## src/include/uart_dma_pkg.sv

```systemverilog
/*
 * shared constants and carriers for the uart dma, break and bit-rate block.
 * assumes a 25 MHz system clock and a 32-bit apb register bus.
 */
package uart_dma_pkg;

    localparam int unsigned CLK_HZ        = 25_000_000;
    localparam int unsigned ADDR_W        = 8;

    // register byte offsets
    localparam logic [7:0] OFS_FIFO_CTL   = 8'h00;
    localparam logic [7:0] OFS_LINE_CTL   = 8'h04;
    localparam logic [7:0] OFS_MODEM_CTL  = 8'h08;
    localparam logic [7:0] OFS_DIV_LOW    = 8'h0c;
    localparam logic [7:0] OFS_DIV_HIGH   = 8'h10;
    localparam logic [7:0] OFS_FRAC_CTL   = 8'h14;
    localparam logic [7:0] OFS_SAMPLE_ADJ = 8'h18;
    localparam logic [7:0] OFS_TRIGGER    = 8'h1c;
    localparam logic [7:0] OFS_STATUS     = 8'h20;

    // field positions
    localparam int unsigned FCR_FIFO_EN   = 0;
    localparam int unsigned FCR_DMA_MODE  = 3;
    localparam int unsigned LCR_PAR_EN    = 3;
    localparam int unsigned LCR_STOP2     = 2;
    localparam int unsigned LCR_BREAK     = 6;
    localparam int unsigned MCR_PRESC4    = 7;
    localparam int unsigned DLD_RATE4     = 5;
    localparam int unsigned DLD_RATE8     = 4;
    localparam int unsigned TRG_RX_LSB    = 8;
    localparam int unsigned ST_TIMEOUT    = 0;
    localparam int unsigned ST_BREAK      = 1;
    localparam int unsigned ST_TX_REQ     = 2;
    localparam int unsigned ST_RX_REQ     = 3;

    // reset values
    localparam logic [7:0] RST_REG8       = 8'h00;
    localparam logic [7:0] RST_LINE_CTL   = 8'h1d;
    localparam logic [7:0] RST_DIV_LOW    = 8'h01;
    localparam logic [7:0] RST_DIV_HIGH   = 8'h00;

    // timing counts
    localparam logic [1:0] PRESC_LAST     = 2'h3;
    localparam logic [4:0] RATE_BASE      = 5'h10;
    localparam logic [4:0] RATE_FOUR      = 5'h04;
    localparam logic [4:0] RATE_EIGHT     = 5'h08;
    localparam logic [3:0] DATA_BITS_MIN  = 4'h5;
    localparam logic [5:0] TIMEOUT_CHARS  = 6'h04;

    // status from the fifo and receiver core, same clock
    typedef struct packed {
        logic       tx_empty;
        logic       tx_full;
        logic [6:0] tx_free;
        logic [6:0] rx_level;
        logic       rx_stop_mid;
        logic       rx_read;
        logic       rx_error;
    } fifo_stat_t;

    typedef struct packed {
        logic [1:0]  presc_cnt;
        logic [15:0] div_cnt;
        logic [4:0]  samp_cnt;
        logic        sample_tick;
        logic        bit_tick;
    } baud_state_t;

    typedef struct packed {
        logic [7:0]  fifo_ctl;
        logic [7:0]  line_ctl;
        logic [7:0]  modem_ctl;
        logic [7:0]  frac_ctl;
        logic [7:0]  sample_adj;
        logic [6:0]  tx_trig;
        logic [6:0]  rx_trig;
        logic        rx_s1;
        logic        rx_s2;
        logic [5:0]  tmo_cnt;
        logic        tmo_flag;
        logic [4:0]  brk_cnt;
        logic        brk_flag;
        logic        tx_blk;
        logic        rx_blk;
        logic        tx_req_n;
        logic        rx_req_n;
        logic        txd;
        logic [31:0] rdata;
    } main_state_t;

endpackage

```

## src/baud_gen.sv

```systemverilog
/*
 * bit-rate generator: prescaler, 16-bit divisor and sample-rate counter.
 * assumes divisor and rate are stable or changed between characters.
 */
`timescale 1ns/1ps
module baud_gen
(
    // clock and reset
    input  wire logic        clock_i,
    input  wire logic        arst_n_i,
    input  wire logic        ce_i,
    // configuration
    input  wire logic [15:0] divisor_i,
    input  wire logic        presc4_i,
    input  wire logic [4:0]  rate_i,
    // ticks
    output logic             sample_tick_o,
    output logic             bit_tick_o
);

    uart_dma_pkg::baud_state_t s_q;
    uart_dma_pkg::baud_state_t s_d;
    logic                      pre_tick;
    logic                      div_tick;

    always_comb
    begin
        s_d = s_q;
        s_d.sample_tick = 1'b0;
        s_d.bit_tick = 1'b0;
        s_d.presc_cnt = presc4_i ? s_q.presc_cnt + 2'h1 : 2'h0;
        pre_tick = !presc4_i || (s_q.presc_cnt == uart_dma_pkg::PRESC_LAST);
        div_tick = 1'b0;
        if (divisor_i == 16'h0000)
        begin
            s_d.div_cnt = 16'h0000;
            s_d.samp_cnt = 5'h00;
        end
        else if (pre_tick)
        begin
            if (s_q.div_cnt >= divisor_i - 16'h0001)
            begin
                s_d.div_cnt = 16'h0000;
                div_tick = 1'b1;
            end
            else
            begin
                s_d.div_cnt = s_q.div_cnt + 16'h0001;
            end
        end
        if (div_tick)
        begin
            s_d.sample_tick = 1'b1;
            if (s_q.samp_cnt >= rate_i - 5'h01)
            begin
                s_d.samp_cnt = 5'h00;
                s_d.bit_tick = 1'b1;
            end
            else
            begin
                s_d.samp_cnt = s_q.samp_cnt + 5'h01;
            end
        end
    end

    always_ff @(posedge clock_i or negedge arst_n_i)
    begin
        if (!arst_n_i)
            s_q <= '0;
        else if (ce_i)
            s_q <= s_d;
    end

    assign sample_tick_o = s_q.sample_tick;
    assign bit_tick_o    = s_q.bit_tick;
endmodule // baud_gen

```

## src/uart_dma_break_baud_gen.sv

```systemverilog
/*
 * dma request signalling, receive time-out, break detect and send, bit-rate
 * control registers of one uart channel, reached over apb.
 * assumes fifo status comes from logic on clock_i and rx_pin_i is asynchronous.
 */
// Design decisions made here: the register offsets and the APB slave port.
`timescale 1ns/1ps
module uart_dma_break_baud_gen
(
    // clock and resets
    input  wire logic                    clock_i,
    input  wire logic                    arst_n_i,
    input  wire logic                    por_n_i,
    input  wire logic                    ce_i,
    // apb slave
    input  wire logic [7:0]              paddr_i,
    input  wire logic                    psel_i,
    input  wire logic                    penable_i,
    input  wire logic                    pwrite_i,
    input  wire logic [31:0]             pwdata_i,
    output logic [31:0]                  prdata_o,
    output logic                         pready_o,
    output logic                         pslverr_o,
    // fifo and receiver status
    input  wire uart_dma_pkg::fifo_stat_t fifo_i,
    // serial line
    input  wire logic                    rx_pin_i,
    input  wire logic                    tx_serial_i,
    output logic                         tx_pin_o,
    // dma requests
    output logic                         tx_dma_request_n_o,
    output logic                         rx_dma_request_n_o,
    // bit-rate and events
    output logic                         sample_tick_o,
    output logic                         bit_tick_o,
    output logic                         break_detect_o,
    output logic                         rx_timeout_o
);

    uart_dma_pkg::main_state_t s_q;
    uart_dma_pkg::main_state_t s_d;
    logic [7:0]                div_low_q;
    logic [7:0]                div_high_q;
    logic [15:0]               divisor;
    logic [4:0]                rate;
    logic [3:0]                frame_bits;
    logic [5:0]                tmo_limit;
    logic                      single_mode;
    logic                      wr_en;
    logic                      rd_setup;
    logic                      mapped;
    logic                      tmo_hit;
    logic                      rx_low;

    ////////////////////////////////////////////////////////////////////////////
    // apb decode

    always_comb
    begin
        unique case (paddr_i)
            uart_dma_pkg::OFS_FIFO_CTL,
            uart_dma_pkg::OFS_LINE_CTL,
            uart_dma_pkg::OFS_MODEM_CTL,
            uart_dma_pkg::OFS_DIV_LOW,
            uart_dma_pkg::OFS_DIV_HIGH,
            uart_dma_pkg::OFS_FRAC_CTL,
            uart_dma_pkg::OFS_SAMPLE_ADJ,
            uart_dma_pkg::OFS_TRIGGER,
            uart_dma_pkg::OFS_STATUS: mapped = 1'b1;
            default:                  mapped = 1'b0;
        endcase
    end

    assign pready_o  = ce_i;
    assign pslverr_o = psel_i && penable_i && !mapped;
    assign wr_en     = psel_i && penable_i && pwrite_i && mapped && ce_i;
    assign rd_setup  = psel_i && !penable_i && !pwrite_i;

    ////////////////////////////////////////////////////////////////////////////
    // divisor bytes, kept across device reset, loaded with 0x0001 only at power-on

    always_ff @(posedge clock_i or negedge por_n_i)
    begin
        if (!por_n_i)
        begin
            div_low_q  <= uart_dma_pkg::RST_DIV_LOW;
            div_high_q <= uart_dma_pkg::RST_DIV_HIGH;
        end
        else if (wr_en && paddr_i == uart_dma_pkg::OFS_DIV_LOW)
        begin
            div_low_q <= pwdata_i[7:0];
        end
        else if (wr_en && paddr_i == uart_dma_pkg::OFS_DIV_HIGH)
        begin
            div_high_q <= pwdata_i[7:0];
        end
    end

    ////////////////////////////////////////////////////////////////////////////
    // bit-rate configuration

    assign divisor = {div_high_q, div_low_q};

    always_comb
    begin
        if (s_q.frac_ctl[uart_dma_pkg::DLD_RATE4])
            rate = uart_dma_pkg::RATE_FOUR;
        else if (s_q.frac_ctl[uart_dma_pkg::DLD_RATE8])
            rate = uart_dma_pkg::RATE_EIGHT;
        else
            rate = uart_dma_pkg::RATE_BASE - {1'b0, s_q.sample_adj[3:0]} + {1'b0, s_q.sample_adj[7:4]};
    end

    // one generator feeds both directions
    baud_gen u_baud_gen
    (
        .clock_i       (clock_i),
        .arst_n_i      (arst_n_i),
        .ce_i          (ce_i),
        .divisor_i     (divisor),
        .presc4_i      (s_q.modem_ctl[uart_dma_pkg::MCR_PRESC4]),
        .rate_i        (rate),
        .sample_tick_o (sample_tick_o),
        .bit_tick_o    (bit_tick_o)
    );

    ////////////////////////////////////////////////////////////////////////////
    // frame length and derived counts

    always_comb
    begin
        frame_bits = 4'h1 + uart_dma_pkg::DATA_BITS_MIN + {2'b00, s_q.line_ctl[1:0]}
                   + {3'b000, s_q.line_ctl[uart_dma_pkg::LCR_PAR_EN]}
                   + (s_q.line_ctl[uart_dma_pkg::LCR_STOP2] ? 4'h2 : 4'h1);
        tmo_limit  = 6'(frame_bits * uart_dma_pkg::TIMEOUT_CHARS);
    end

    assign single_mode = !s_q.fifo_ctl[uart_dma_pkg::FCR_DMA_MODE] || !s_q.fifo_ctl[uart_dma_pkg::FCR_FIFO_EN];
    assign rx_low      = !s_q.rx_s2;
    assign tmo_hit     = (s_q.tmo_cnt == tmo_limit) && fifo_i.rx_level != 7'h00
                       && fifo_i.rx_level < s_q.rx_trig && s_q.fifo_ctl[uart_dma_pkg::FCR_FIFO_EN]
                       && !s_q.tmo_flag;

    ////////////////////////////////////////////////////////////////////////////
    // next state

    always_comb
    begin
        s_d = s_q;
        s_d.rx_s1 = rx_pin_i;
        s_d.rx_s2 = s_q.rx_s1;
        if (wr_en)
        begin
            unique case (paddr_i)
                uart_dma_pkg::OFS_FIFO_CTL:   s_d.fifo_ctl   = pwdata_i[7:0];
                uart_dma_pkg::OFS_LINE_CTL:   s_d.line_ctl   = pwdata_i[7:0];
                uart_dma_pkg::OFS_MODEM_CTL:  s_d.modem_ctl  = pwdata_i[7:0];
                uart_dma_pkg::OFS_FRAC_CTL:   s_d.frac_ctl   = pwdata_i[7:0];
                uart_dma_pkg::OFS_SAMPLE_ADJ: s_d.sample_adj = pwdata_i[7:0];
                uart_dma_pkg::OFS_TRIGGER:
                begin
                    s_d.tx_trig = pwdata_i[6:0];
                    s_d.rx_trig = pwdata_i[uart_dma_pkg::TRG_RX_LSB +: 7];
                end
                default: s_d.rdata = s_q.rdata;
            endcase
        end
        // read data captured in the setup phase
        if (rd_setup)
        begin
            s_d.rdata = 32'h0000_0000;
            unique case (paddr_i)
                uart_dma_pkg::OFS_FIFO_CTL:   s_d.rdata[7:0] = s_q.fifo_ctl;
                uart_dma_pkg::OFS_LINE_CTL:   s_d.rdata[7:0] = s_q.line_ctl;
                uart_dma_pkg::OFS_MODEM_CTL:  s_d.rdata[7:0] = s_q.modem_ctl;
                uart_dma_pkg::OFS_DIV_LOW:    s_d.rdata[7:0] = div_low_q;
                uart_dma_pkg::OFS_DIV_HIGH:   s_d.rdata[7:0] = div_high_q;
                uart_dma_pkg::OFS_FRAC_CTL:   s_d.rdata[7:0] = s_q.frac_ctl;
                uart_dma_pkg::OFS_SAMPLE_ADJ: s_d.rdata[7:0] = s_q.sample_adj;
                uart_dma_pkg::OFS_TRIGGER:
                begin
                    s_d.rdata[6:0] = s_q.tx_trig;
                    s_d.rdata[uart_dma_pkg::TRG_RX_LSB +: 7] = s_q.rx_trig;
                end
                uart_dma_pkg::OFS_STATUS:
                begin
                    s_d.rdata[uart_dma_pkg::ST_TIMEOUT] = s_q.tmo_flag;
                    s_d.rdata[uart_dma_pkg::ST_BREAK]   = s_q.brk_flag;
                    s_d.rdata[uart_dma_pkg::ST_TX_REQ]  = !s_q.tx_req_n;
                    s_d.rdata[uart_dma_pkg::ST_RX_REQ]  = !s_q.rx_req_n;
                end
                default: s_d.rdata = 32'h0000_0000;
            endcase
        end

        // receive time-out
        if (fifo_i.rx_stop_mid || fifo_i.rx_read)
            s_d.tmo_cnt = 6'h00;
        else if (bit_tick_o && fifo_i.rx_level != 7'h00 && s_q.tmo_cnt != tmo_limit)
            s_d.tmo_cnt = s_q.tmo_cnt + 6'h01;
        s_d.tmo_flag = tmo_hit || (s_q.tmo_flag && !fifo_i.rx_read);

        // break detect on the synchronised line
        if (!rx_low)
        begin
            s_d.brk_cnt  = 5'h00;
            s_d.brk_flag = 1'b0;
        end
        else if (bit_tick_o && !s_q.brk_flag)
        begin
            s_d.brk_cnt = s_q.brk_cnt + 5'h01;
            if (s_q.brk_cnt == {1'b0, frame_bits})
                s_d.brk_flag = 1'b1;
        end

        // block-mode request latches
        if (fifo_i.tx_full)
            s_d.tx_blk = 1'b0;
        else if (fifo_i.tx_free >= s_q.tx_trig)
            s_d.tx_blk = 1'b1;
        if (fifo_i.rx_level == 7'h00 || fifo_i.rx_error)
            s_d.rx_blk = 1'b0;
        else if (fifo_i.rx_level >= s_q.rx_trig || s_q.tmo_flag)
            s_d.rx_blk = 1'b1;

        if (single_mode)
        begin
            s_d.tx_req_n = !fifo_i.tx_empty;
            s_d.rx_req_n = fifo_i.rx_level == 7'h00;
        end
        else
        begin
            s_d.tx_req_n = !s_d.tx_blk;
            s_d.rx_req_n = !s_d.rx_blk;
        end

        s_d.txd = tx_serial_i && !s_q.line_ctl[uart_dma_pkg::LCR_BREAK];
    end

    ////////////////////////////////////////////////////////////////////////////
    // state register

    always_ff @(posedge clock_i or negedge arst_n_i)
    begin
        if (!arst_n_i)
        begin
            s_q          <= '0;
            s_q.line_ctl <= uart_dma_pkg::RST_LINE_CTL;
            s_q.rx_s1    <= 1'b1;
            s_q.rx_s2    <= 1'b1;
            s_q.rx_req_n <= 1'b1;
            s_q.txd      <= 1'b1;
        end
        else if (ce_i)
        begin
            s_q <= s_d;
        end
    end

    assign prdata_o           = s_q.rdata;
    assign tx_pin_o           = s_q.txd;
    assign tx_dma_request_n_o = s_q.tx_req_n;
    assign rx_dma_request_n_o = s_q.rx_req_n;
    assign break_detect_o     = s_q.brk_flag;
    assign rx_timeout_o       = s_q.tmo_flag;
endmodule // uart_dma_break_baud_gen

```

## config.mk

```make
export PLATFORM = sky130hd
export DESIGN_NAME = uart_dma_break_baud_gen
export DESIGN_NICKNAME = d
export VERILOG_FILES = /design/src/include/uart_dma_pkg.sv /design/src/baud_gen.sv /design/src/uart_dma_break_baud_gen.sv
export SDC_FILE = /design/constraint.sdc
export NUM_CORES = 1
export LEC_CHECK = 0
export BUFFER_PORTS_ARGS = -buffer_cell sky130_fd_sc_hd__buf_2
export CORE_ASPECT_RATIO = 1.75
export CORE_UTILIZATION = 30
export DETAILED_ROUTE_END_ITERATION = 12
export PLACE_DENSITY = 0.6
export SLEW_MARGIN = 20
export SYNTH_ARGS = -nofsm -noshare
export SYNTH_HDL_FRONTEND = slang
export SYNTH_SLANG_ARGS = --single-unit
```

## constraint.sdc

```tcl
create_clock -name clock_i -period 3 [get_ports clock_i]
set_input_delay 0.15 -clock clock_i [delete_from_list [all_inputs] [get_ports clock_i]]
set_output_delay 0.15 -clock clock_i [all_outputs]
set_load 0.03 [all_outputs]
```

# --- After elaboration in Yosys (flattened, before gate mapping) ---
# Index checks and enable logic that the tools add are counted.
word_totals:
  ff_bits: 130
  inputBits: 68
  output_inout_bits: 41
classes:
  add_sub_neg: 12
  magnitude_cmp: 5
  eq_ne: 12
  n_mux: 29
  n_bitwise: 1
  n_reduce_logical: 62
ops:
  columns: ["cell", "count"]
  rows:
  - ["two-way mux 16 bit", 3]
  - ["case mux 4 bit (9 select lines)", 1]
  - ["== test 8 x 5 -> 1 bit, second input constant", 4]
  - ["two-way mux 6 bit", 4]
  - ["case mux 3 bit (8 select lines)", 1]
  - ["AND reduction 3 bit", 7]
  - ["two-way mux 5 bit", 4]
  - ["logical AND 1 bit", 18]
  - ["adder 16 x 1 -> 16 bit, second input constant", 1]
  - ["== test 8 x 4 -> 1 bit, second input constant", 2]
  - [">= comparator 16 bit", 1]
  - ["logical NOT 16 bit", 1]
  - ["subtractor 16 x 1 -> 16 bit, second input constant", 1]
  - ["logical NOT 1 bit", 15]
  - [">= comparator 7 bit", 2]
  - ["two-way mux 7 bit", 2]
  - ["AND reduction 2 bit", 6]
  - ["adder 5 x 1 -> 5 bit, second input constant", 2]
  - ["two-way mux 1 bit", 10]
  - ["nonzero test 2 bit", 5]
  - ["OR reduction 9 bit", 1]
  - ["== test 8 x 3 -> 1 bit, second input constant", 1]
  - ["== test 8 x 6 -> 1 bit, second input constant", 1]
  - ["logical NOT 8 bit", 1]
  - ["20 further kinds", 27]

# --- Depth between registers and ports, before layout ---
# Gate-level depths: netlist (run 1).
logic_depth:
  ltp_word: 9
  mapped_depth: 16
  mapped_depth_nobuf: 16

# --- Cells and area by module ---
# Synthesis (run 1) repeated with hierarchy kept, for this count alone.
unflattened:
  hier_cells: 758
  area_unflattened_um2: 8002.7
by_module_without_submodules:
  columns: ["mod", "n_inst", "cells_per_inst", "area_per_inst_um2", "seq_area_each_um2"]
  rows:
  - ["uart_dma_break_baud_gen", 1, 515, 5834.3, 2638.8]
  - ["baud_gen", 1, 243, 2168.3, 625.6]

# --- Least setup slack after synthesis (run 1) ---
# No wires, ideal clock.
synth_path:
  path_kind: "register -> register"
  start: "register div_low_q[4]"
  end: "register u_baud_gen.s_q[20] in the netlist's numbering"
  arrival_time_ns: 3.108
  t_required_ns: 2.920
  path_slack_ns: -0.189
  stages_incl_launch_ff: 14
  n_path_buf: 2
  synth_period_minus_slack_ns: 3.189
  cell_sequence: "dfrtp_1 -> buf_6 -> nor4_4 -> nand3_1 -> nor4_1 -> xnor2_1 -> ha_1 -> a21oi_1 -> o21ai_0 -> a31o_2 -> or3b_1 -> buf_6 -> or4_4 -> o211ai_2"
synth_via:
  elab_chain_len: 5
  word_cells_on_any_way: 8
  cone_classes: "1 x add/sub; 1 x order compare; 3 x mux; 3 x reduce/logical"
synth_lines:
  columns: ["element", "line", "source"]
  rows:
  - ["start: declaration", "uart_dma_break_baud_gen.sv:42", "logic [7:0] div_low_q;"]
  - ["start signal: assignment", "uart_dma_break_baud_gen.sv:86", "div_low_q <= uart_dma_pkg::RST_DIV_LOW;"]
  - ["start signal: assignment", "uart_dma_break_baud_gen.sv:91", "div_low_q <= pwdata_i[7:0];"]
  - ["subtractor 16 x 1 -> 16 bit", "baud_gen.sv:41", "if (s_q.div_cnt >= divisor_i - 16'h0001)"]
  - [">= comparator 16 bit", "baud_gen.sv:41", null]
  - ["two-way mux 16 bit", "baud_gen.sv:41", null]
  - ["two-way mux 16 bit", "baud_gen.sv:39", "else if (pre_tick)"]
  - ["two-way mux 16 bit", "baud_gen.sv:34", "if (divisor_i == 16'h0000)"]
  - ["end signal: assignment", "baud_gen.sv:69", "s_q <= '0;"]
  - ["end signal: assignment", "baud_gen.sv:71", "s_q <= s_d;"]
  - ["end: declaration", "baud_gen.sv:21", "uart_dma_pkg::baud_state_t s_q;"]
# Parallel ways exist; a longest one is shown, timed or not. The select of a mux whose other input is x is not followed.
# A chain may end at the register's enable or synchronous reset.

# --- Final worst setup path (run 1) ---
layout_path:
  start: "register div_low_q[4]"
  end: "register u_baud_gen.s_q[22] in the netlist's numbering"
# The elaborated chain is that of the path after synthesis.

==> qor.txt, run 1 <==
Die Height = 216.5 um
RSZ-0062 raised after global routing = yes
final hold violations = 0
H-tree Lvls = 4
max-slew violations = 0
total die area = 26960 um^2
Critical Path, Cell by Cell = nor4_4 > buf_4 > nand3_4 > buf_6 > xor2_1 > ha_1 > and4_1 > a31o_2 > or3b_4 > buf_6 > nand2b_4 > o31ai_2
Post-synth top flop = dfrtp_1
DP HPWL = 16.90 mm
Clock Path Buffers = 2
Yosys cell types = 76
largest net degree at the start of global routing = 47
failing checks = setup timing
CP Capture Type = flip-flop
Seq cells post-synth = 130
Worst Path Required = 3.33 ns
nets = 1015
EDFF count, synth = 0
core area = 25860 um^2
vias in the first global route = 6372
starting density of the core = 30.48%
CP Class = flip-flop to flip-flop
Max IR drop VDD = 0.4539 mV
number of iterations in the first detailed-routing pass = 4
top-count cell post-synth = dfrtp_1
Fill cells = 2573
leakage = 4.753 nW
Clock Pin Slew Worst Setup and Hold Paths = 0.06 ns
CTS tree = yes
Inst Count DP = 1177
crit path DAT = 3.45 ns
fin crit share = 103.8%
pwr dens = 533.5 nW/um^2
crit-path max FO = 8
sequential area share after synthesis = 41.41%
FFs w/ async S/R, synth = 100.0%
Starting DRT DRC Count = 249
Mapped Area = 7884 um^2
Top Ports = 109
Worst Skew = 0.007154 ns
Avg Inst Size Synth = 10.23 um^2
Pwr Total = 5.182 mW
post-route worst setup slack = -0.1153 ns
worst slew pin tran = 0.8225 ns
DP Worst Slack = -0.2451 ns
clock tree root driver cell = clkbuf_16
synth cell count leaders = dfrtp_1, nand2_1, o21ai_0, mux2_2, ha_1
via count = 6252
top cell type's share of synthesized area = 38.41%
ANT cells = 0
Synth area leaders = dfrtp_1, ha_1, mux2_2
Final GP Congestion = 0.8870
Overall Global Routing Usage = 16.55%
Routed WL = 21.62 mm
Post-Synthesis Cells = 771
antenna violations before repair = 0
WL/cell = 17.61 um
CP Launch Type = flip-flop
Synth area leader = dfrtp_1
Sink Count = 130
FP Rows = 78
Num CTS Buffers = 17
Slew headroom = 44.97%
I/O Buffers = 74
layout cells sized above 1 = 32.16%
Die X-Extent = 124.5 um
DR vias/cell = 5.091
# DRC = 0
most used cell, CP = buf_6
Max Clk Rate = 0.3210 GHz
Slowest-stage cell, CP = or3b_4
Syn. warnings = 0
status = complete, but fails checks
post-route insts no fill = 1228
Syn-to-layout area delta = 23.20%
crit-path max cell delay = 0.44 ns
Final setup viols = 18
total negative slack = -1.316 ns
hold slack final = 0.03115 ns
Tmin final = 3.115 ns
max-capacitance violation count = 0
total grt overflow = 0
ANT nets after route = 0
global-route wire length before repair = 34.27 mm
Clock Latency Late Sink = 0.42 ns
worst hold path class = input pin to flip-flop
-- worst paths after layout --
kind | to | startpoint | slack [ns] | cells past startpoint
setup / recovery | u_baud_gen.s_q[22] | div_low_q[4] | -0.12 | 12
hold / removal | tx_dma_request_n_o | fifo_i[17] | 0.03 | 3
setup reg to reg | u_baud_gen.s_q[22] | div_low_q[4] | -0.12 | 12
hold reg to reg | tx_pin_o | tx_pin_o | 0.47 | 2
max in group asynchronous | s_q[94] | arst_n_i | 1.85 | 3
min in group asynchronous | div_low_q[2] | por_n_i | 0.20 | 2
-- state kept, by name (all words and copies together), names as in the netlist --
name	cells
break_detect_o	1
div_low_q	8
u_baud_gen.sample_tick_o	1
s_q	68
u_baud_gen.s_q	23
tx_pin_o	1
rx_timeout_o	1
u_baud_gen.bit_tick_o	1
s_d	1
tx_dma_request_n_o	1
div_high_q	8
rx_dma_request_n_o	1
prdata_o	15
-- layer usage --
| metal | GRT usage, % | up-vias | part of all wire, % |
|---|---|---|---|
| met1 | 16.73 | 3037 | 36 |
| met5 | 0 | - | 0 |
| met2 | 31.29 | 167 | 56 |
| met3 | 2.320 | 56 | 3.1 |
| li1 | - | 2992 | - |
| met4 | 10.68 | 0 | 5.2 |
-- kinds of logic after synthesis --
group	share of synthesized area, %
xor gates and xnor gates	2.777
adders and majority gates	8.443
muxes	9.633
other	0.04757
and+or+nand+nor	16.14
buffers and inverters	6.745
DFF	41.41
AOI/OAI and AO/OA	14.81
-- critical path: cells and delay by family (launching register included) --
kind | cells | cell delay (ns)
compound gates | 2 | 0.46
xor+xnor | 1 | 0.13
fa+ha+maj | 1 | 0.30
buf+inv | 3 | 0.50
flops | 1 | 0.40
simple gates | 5 | 1.23
-- stage by stage --
| stage | instance area (um^2) | utilization, % |
|---|---|---|
| 3_5_place_dp | 8796 | 34.01 |
| 5_1_grt | 9713 | 37.56 |
| 4_1_cts | 9563 | 36.98 |
| 3_3_place_gp | 8796 | 34.01 |
| 2_1_floorplan | 7996 | - |
| 6_report | 9713 | 37.56 |
-- layout by cell type (no fill, tap or decap), types with 13 or more instances in the layout --
cell,netlist,final
nor3_1,16,14
nand2_1,68,66
o21ai_1,1,13
conb_1,1,17
nand3_1,22,20
o21ai_0,56,41
a21oi_1,20,17
dfrtp_1,121,119
xnor2_1,15,14
buf_4,35,53
clkbuf_16,0,17
mux2_2,55,55
buf_2,4,73
ha_1,50,46
a22o_1,22,22
inv_1,44,41
nor2_1,43,41
-- what timing repair did --
| item | in CTS | in global routing |
|---|---|---|
| setup buffers | 3 | 5 |
| resized for setup | 17 | 36 |
| endpoints found under the setup margin | 21 | 23 |
| pin swaps | 9 | 18 |
| hold buffers | 12 | 0 |
| hold endpoints to repair | 66 | 0 |
-- final cells by class --
class                           count  area, um^2  area share [%]
Tap cell                          320       400.4           4.122
Inverter                           44       165.2           1.700
Clock inverter                     12       117.6           1.211
Sequential cell                   130        3267           33.63
Multi-Input combinational cell    558        4357           44.85
Clock buffer                       20       446.7           4.599
Timing Repair Buffer              144       959.7           9.880
-- power breakdown --
group,internal (mW),switching [mW]
Clock,1.23,0.782
Sequential,1.89,0.172
Combinational,0.503,0.607
(Power assumes the default switching activity.)
==> run 2: changes to the inputs <==
--- a/config.mk
+++ b/config.mk
@@ -5,11 +5,11 @@
 export SDC_FILE = /design/constraint.sdc
 export NUM_CORES = 1
 export LEC_CHECK = 0
-export BUFFER_PORTS_ARGS = -buffer_cell sky130_fd_sc_hd__buf_2
 export CORE_ASPECT_RATIO = 1.75
 export CORE_UTILIZATION = 30
 export DETAILED_ROUTE_END_ITERATION = 12
-export PLACE_DENSITY = 0.6
+export DONT_BUFFER_PORTS = 1
+export PLACE_DENSITY = 0.56
 export SLEW_MARGIN = 20
 export SYNTH_ARGS = -nofsm -noshare
 export SYNTH_HDL_FRONTEND = slang
==> run 2 against run 1 <==
Compared with the run above:
- the flow still finishes with violations (setup timing)
- global-route usage increased by 0.16 points
- cell count decreased by 5.0%
- hold slack improved by 0.013 ns
- sequential cell count unchanged
- via count decreased by 4.4%
- critical path depth decreased by 1
- core utilization decreased by 1.1 points
- clock-buffer cell count increased by 2
- wire length increased by 0.47%
- combinational power decreased by 19%
- critical path type unchanged
- critical endpoint is now u_baud_gen.s_q[20]
- highest routed layer unchanged
==> qor.txt, run 2 (synthesis results as in run 1) <==
Sink Count = 130
CP Launch Type = flip-flop
status = complete, but fails checks
CP Capture Type = flip-flop
total grt overflow = 0
pwr dens = 557.7 nW/um^2
Worst Skew = 0.008086 ns
worst flop-to-flop path endpoint = u_baud_gen.s_q[20]
most used cell, CP = or4_4
max-capacitance violation count = 0
crit-path max cell delay = 0.54 ns
WL/cell = 18.63 um
Overall Global Routing Usage = 16.71%
Hold Path End = u_baud_gen.s_q[20]
Critical Path, Cell by Cell = or4_4 > nor4_4 > xnor2_1 > ha_1 > a21oi_1 > o21ai_1 > a31o_2 > or3b_4 > buf_4 > or4_4 > o211ai_2
Reg with most FFs = s_q
commonest non-fill, non-tap cells in the layout = dfrtp_1, nand2_1, mux2_2
ANT nets after route = 0
DP Worst Slack = -0.2066 ns
Crit path buffers/inverters = 1
Max IR drop VDD = 0.8464 mV
Hold Startpoint = ce_i
Max Clk Rate = 0.3129 GHz
Top Ports = 109
RSZ-0062 raised after global routing = yes
post-route worst setup slack = -0.1961 ns
Clock Path Buffers = 2
nets = 953
Clock Pin Slew Worst Setup and Hold Paths = 0.06 ns
fin crit share = 106.5%
total die area = 26960 um^2
failing checks = setup timing
Num CTS Buffers = 17
max FFs per register = 68
via count = 5974
worst slew pin tran = 0.8067 ns
Worst Path Required = 3.34 ns
most common cell after layout, fill and taps aside = dfrtp_1
vias in the first global route = 6228
max-slew violations = 0
I/O Buffers = 0
Die X-Extent = 124.5 um
Pwr Total = 5.258 mW
Routed WL = 21.73 mm
Tmin final = 3.196 ns
H-tree Lvls = 4
Worst path top cell family by delay = simple AND/OR/NAND/NOR gates
Starting DRT DRC Count = 236
worst hold path class = input pin to flip-flop
layout cells sized above 1 = 23.05%
flop-to-flop setup slack = -0.20 ns
Reg2Reg Launch Point = div_low_q[1]
crit path DAT = 3.54 ns
Worst Reg-to-Reg Cells = 11
final hold violations = 0
crit-path max FO = 5
DR vias/cell = 5.123
Syn-to-layout area delta = 19.57%
starting density of the core = 30.48%
DP HPWL = 16.66 mm
Final Util = 36.45%
Final GP Congestion = 0.8664
Slew headroom = 46.04%
largest net degree at the start of global routing = 115
CTS tree = yes
global-route wire length before repair = 34.49 mm
Slowest-stage cell, CP = or4_4
Clock Latency Late Sink = 0.42 ns
Die Height = 216.5 um
FP Rows = 78
leakage = 4.500 nW
ANT cells = 0
# DRC = 0
Final setup viols = 21
hold path cells = 3
antenna violations before repair = 0
hold slack final = 0.04393 ns
core area = 25860 um^2
clock tree root driver cell = clkbuf_16
number of iterations in the first detailed-routing pass = 4
CP Class = flip-flop to flip-flop
run 2: cell count changes in the layout (fill, tap and decap cells not counted), sizes merged:
cell         before  now
buf             132   56
bufinv            2    5
clkbuf           20   22
clkinv            7    4
clkinvlp          3    1
dlygate4sd3      12   26
run 2: report_power, final:
group | switching (mW) | internal [mW]
sequential | 0.209 | 1.89
combinational | 0.475 | 0.423
clock | 0.771 | 1.49
total | 1.46 | 3.80
run 2: final cells by class:
cell class | count | area [um^2]
tap | 320 | 400.4
sequential | 130 | 3267
clock buffer | 22 | 454.2
inverter | 44 | 165.2
multi-input combinational | 558 | 4250
clock inverter | 10 | 181.4
timing repair buffer | 82 | 708.2
fill | 2540 | 16440
run 2: tightest hold or removal path, delay by kind of cell:
kind	cells	cell delay [ns]
and+or+nand+nor	1	0.09
AOI/OAI and AO/OA	2	0.19
run 2: worst max-delay path by stage:
| stage | start | to | cells after the start |
|---|---|---|---|
| floorplan | div_low_q[1] | u_baud_gen.s_q[20] | 13 |
| global placement | div_low_q[1] | u_baud_gen.s_q[20] | 11 |
| detailed placement | div_low_q[1] | u_baud_gen.s_q[20] | 11 |
| CTS | div_low_q[1] | u_baud_gen.s_q[20] | 11 |
| global route | div_low_q[1] | u_baud_gen.s_q[20] | 13 |
| finish | div_low_q[1] | u_baud_gen.s_q[20] | 11 |
run 2: layer usage:
layer / track usage [%] / part of all wire, % / vias up
met5: 0 / 0 / -
li1: - / - / 2878
met3: 3.333 / 3.2 / 43
met4: 9.960 / 5.0 / 0
met1: 16.67 / 36 / 2916
met2: 31.51 / 55 / 137
run 2: metrics by stage:
step	TNS, ns	cell area, um^2	cells
2_1_floorplan	-0.3127	7996	787
3_3_place_gp	-2.379	8433	1106
3_5_place_dp	-3.384	8433	1106
4_1_cts	-2.312	9397	1166
5_1_grt	-4.893	9427	1166
6_report	-1.856	9427	1166
run 2: repair_timing:
action,CTS,global route
hold buffers,27,0
endpoints found under the hold margin,215,0
pin swaps,1,2
buffers inserted,1,0
endpoints found under the setup margin,21,24
resized for setup,12,8
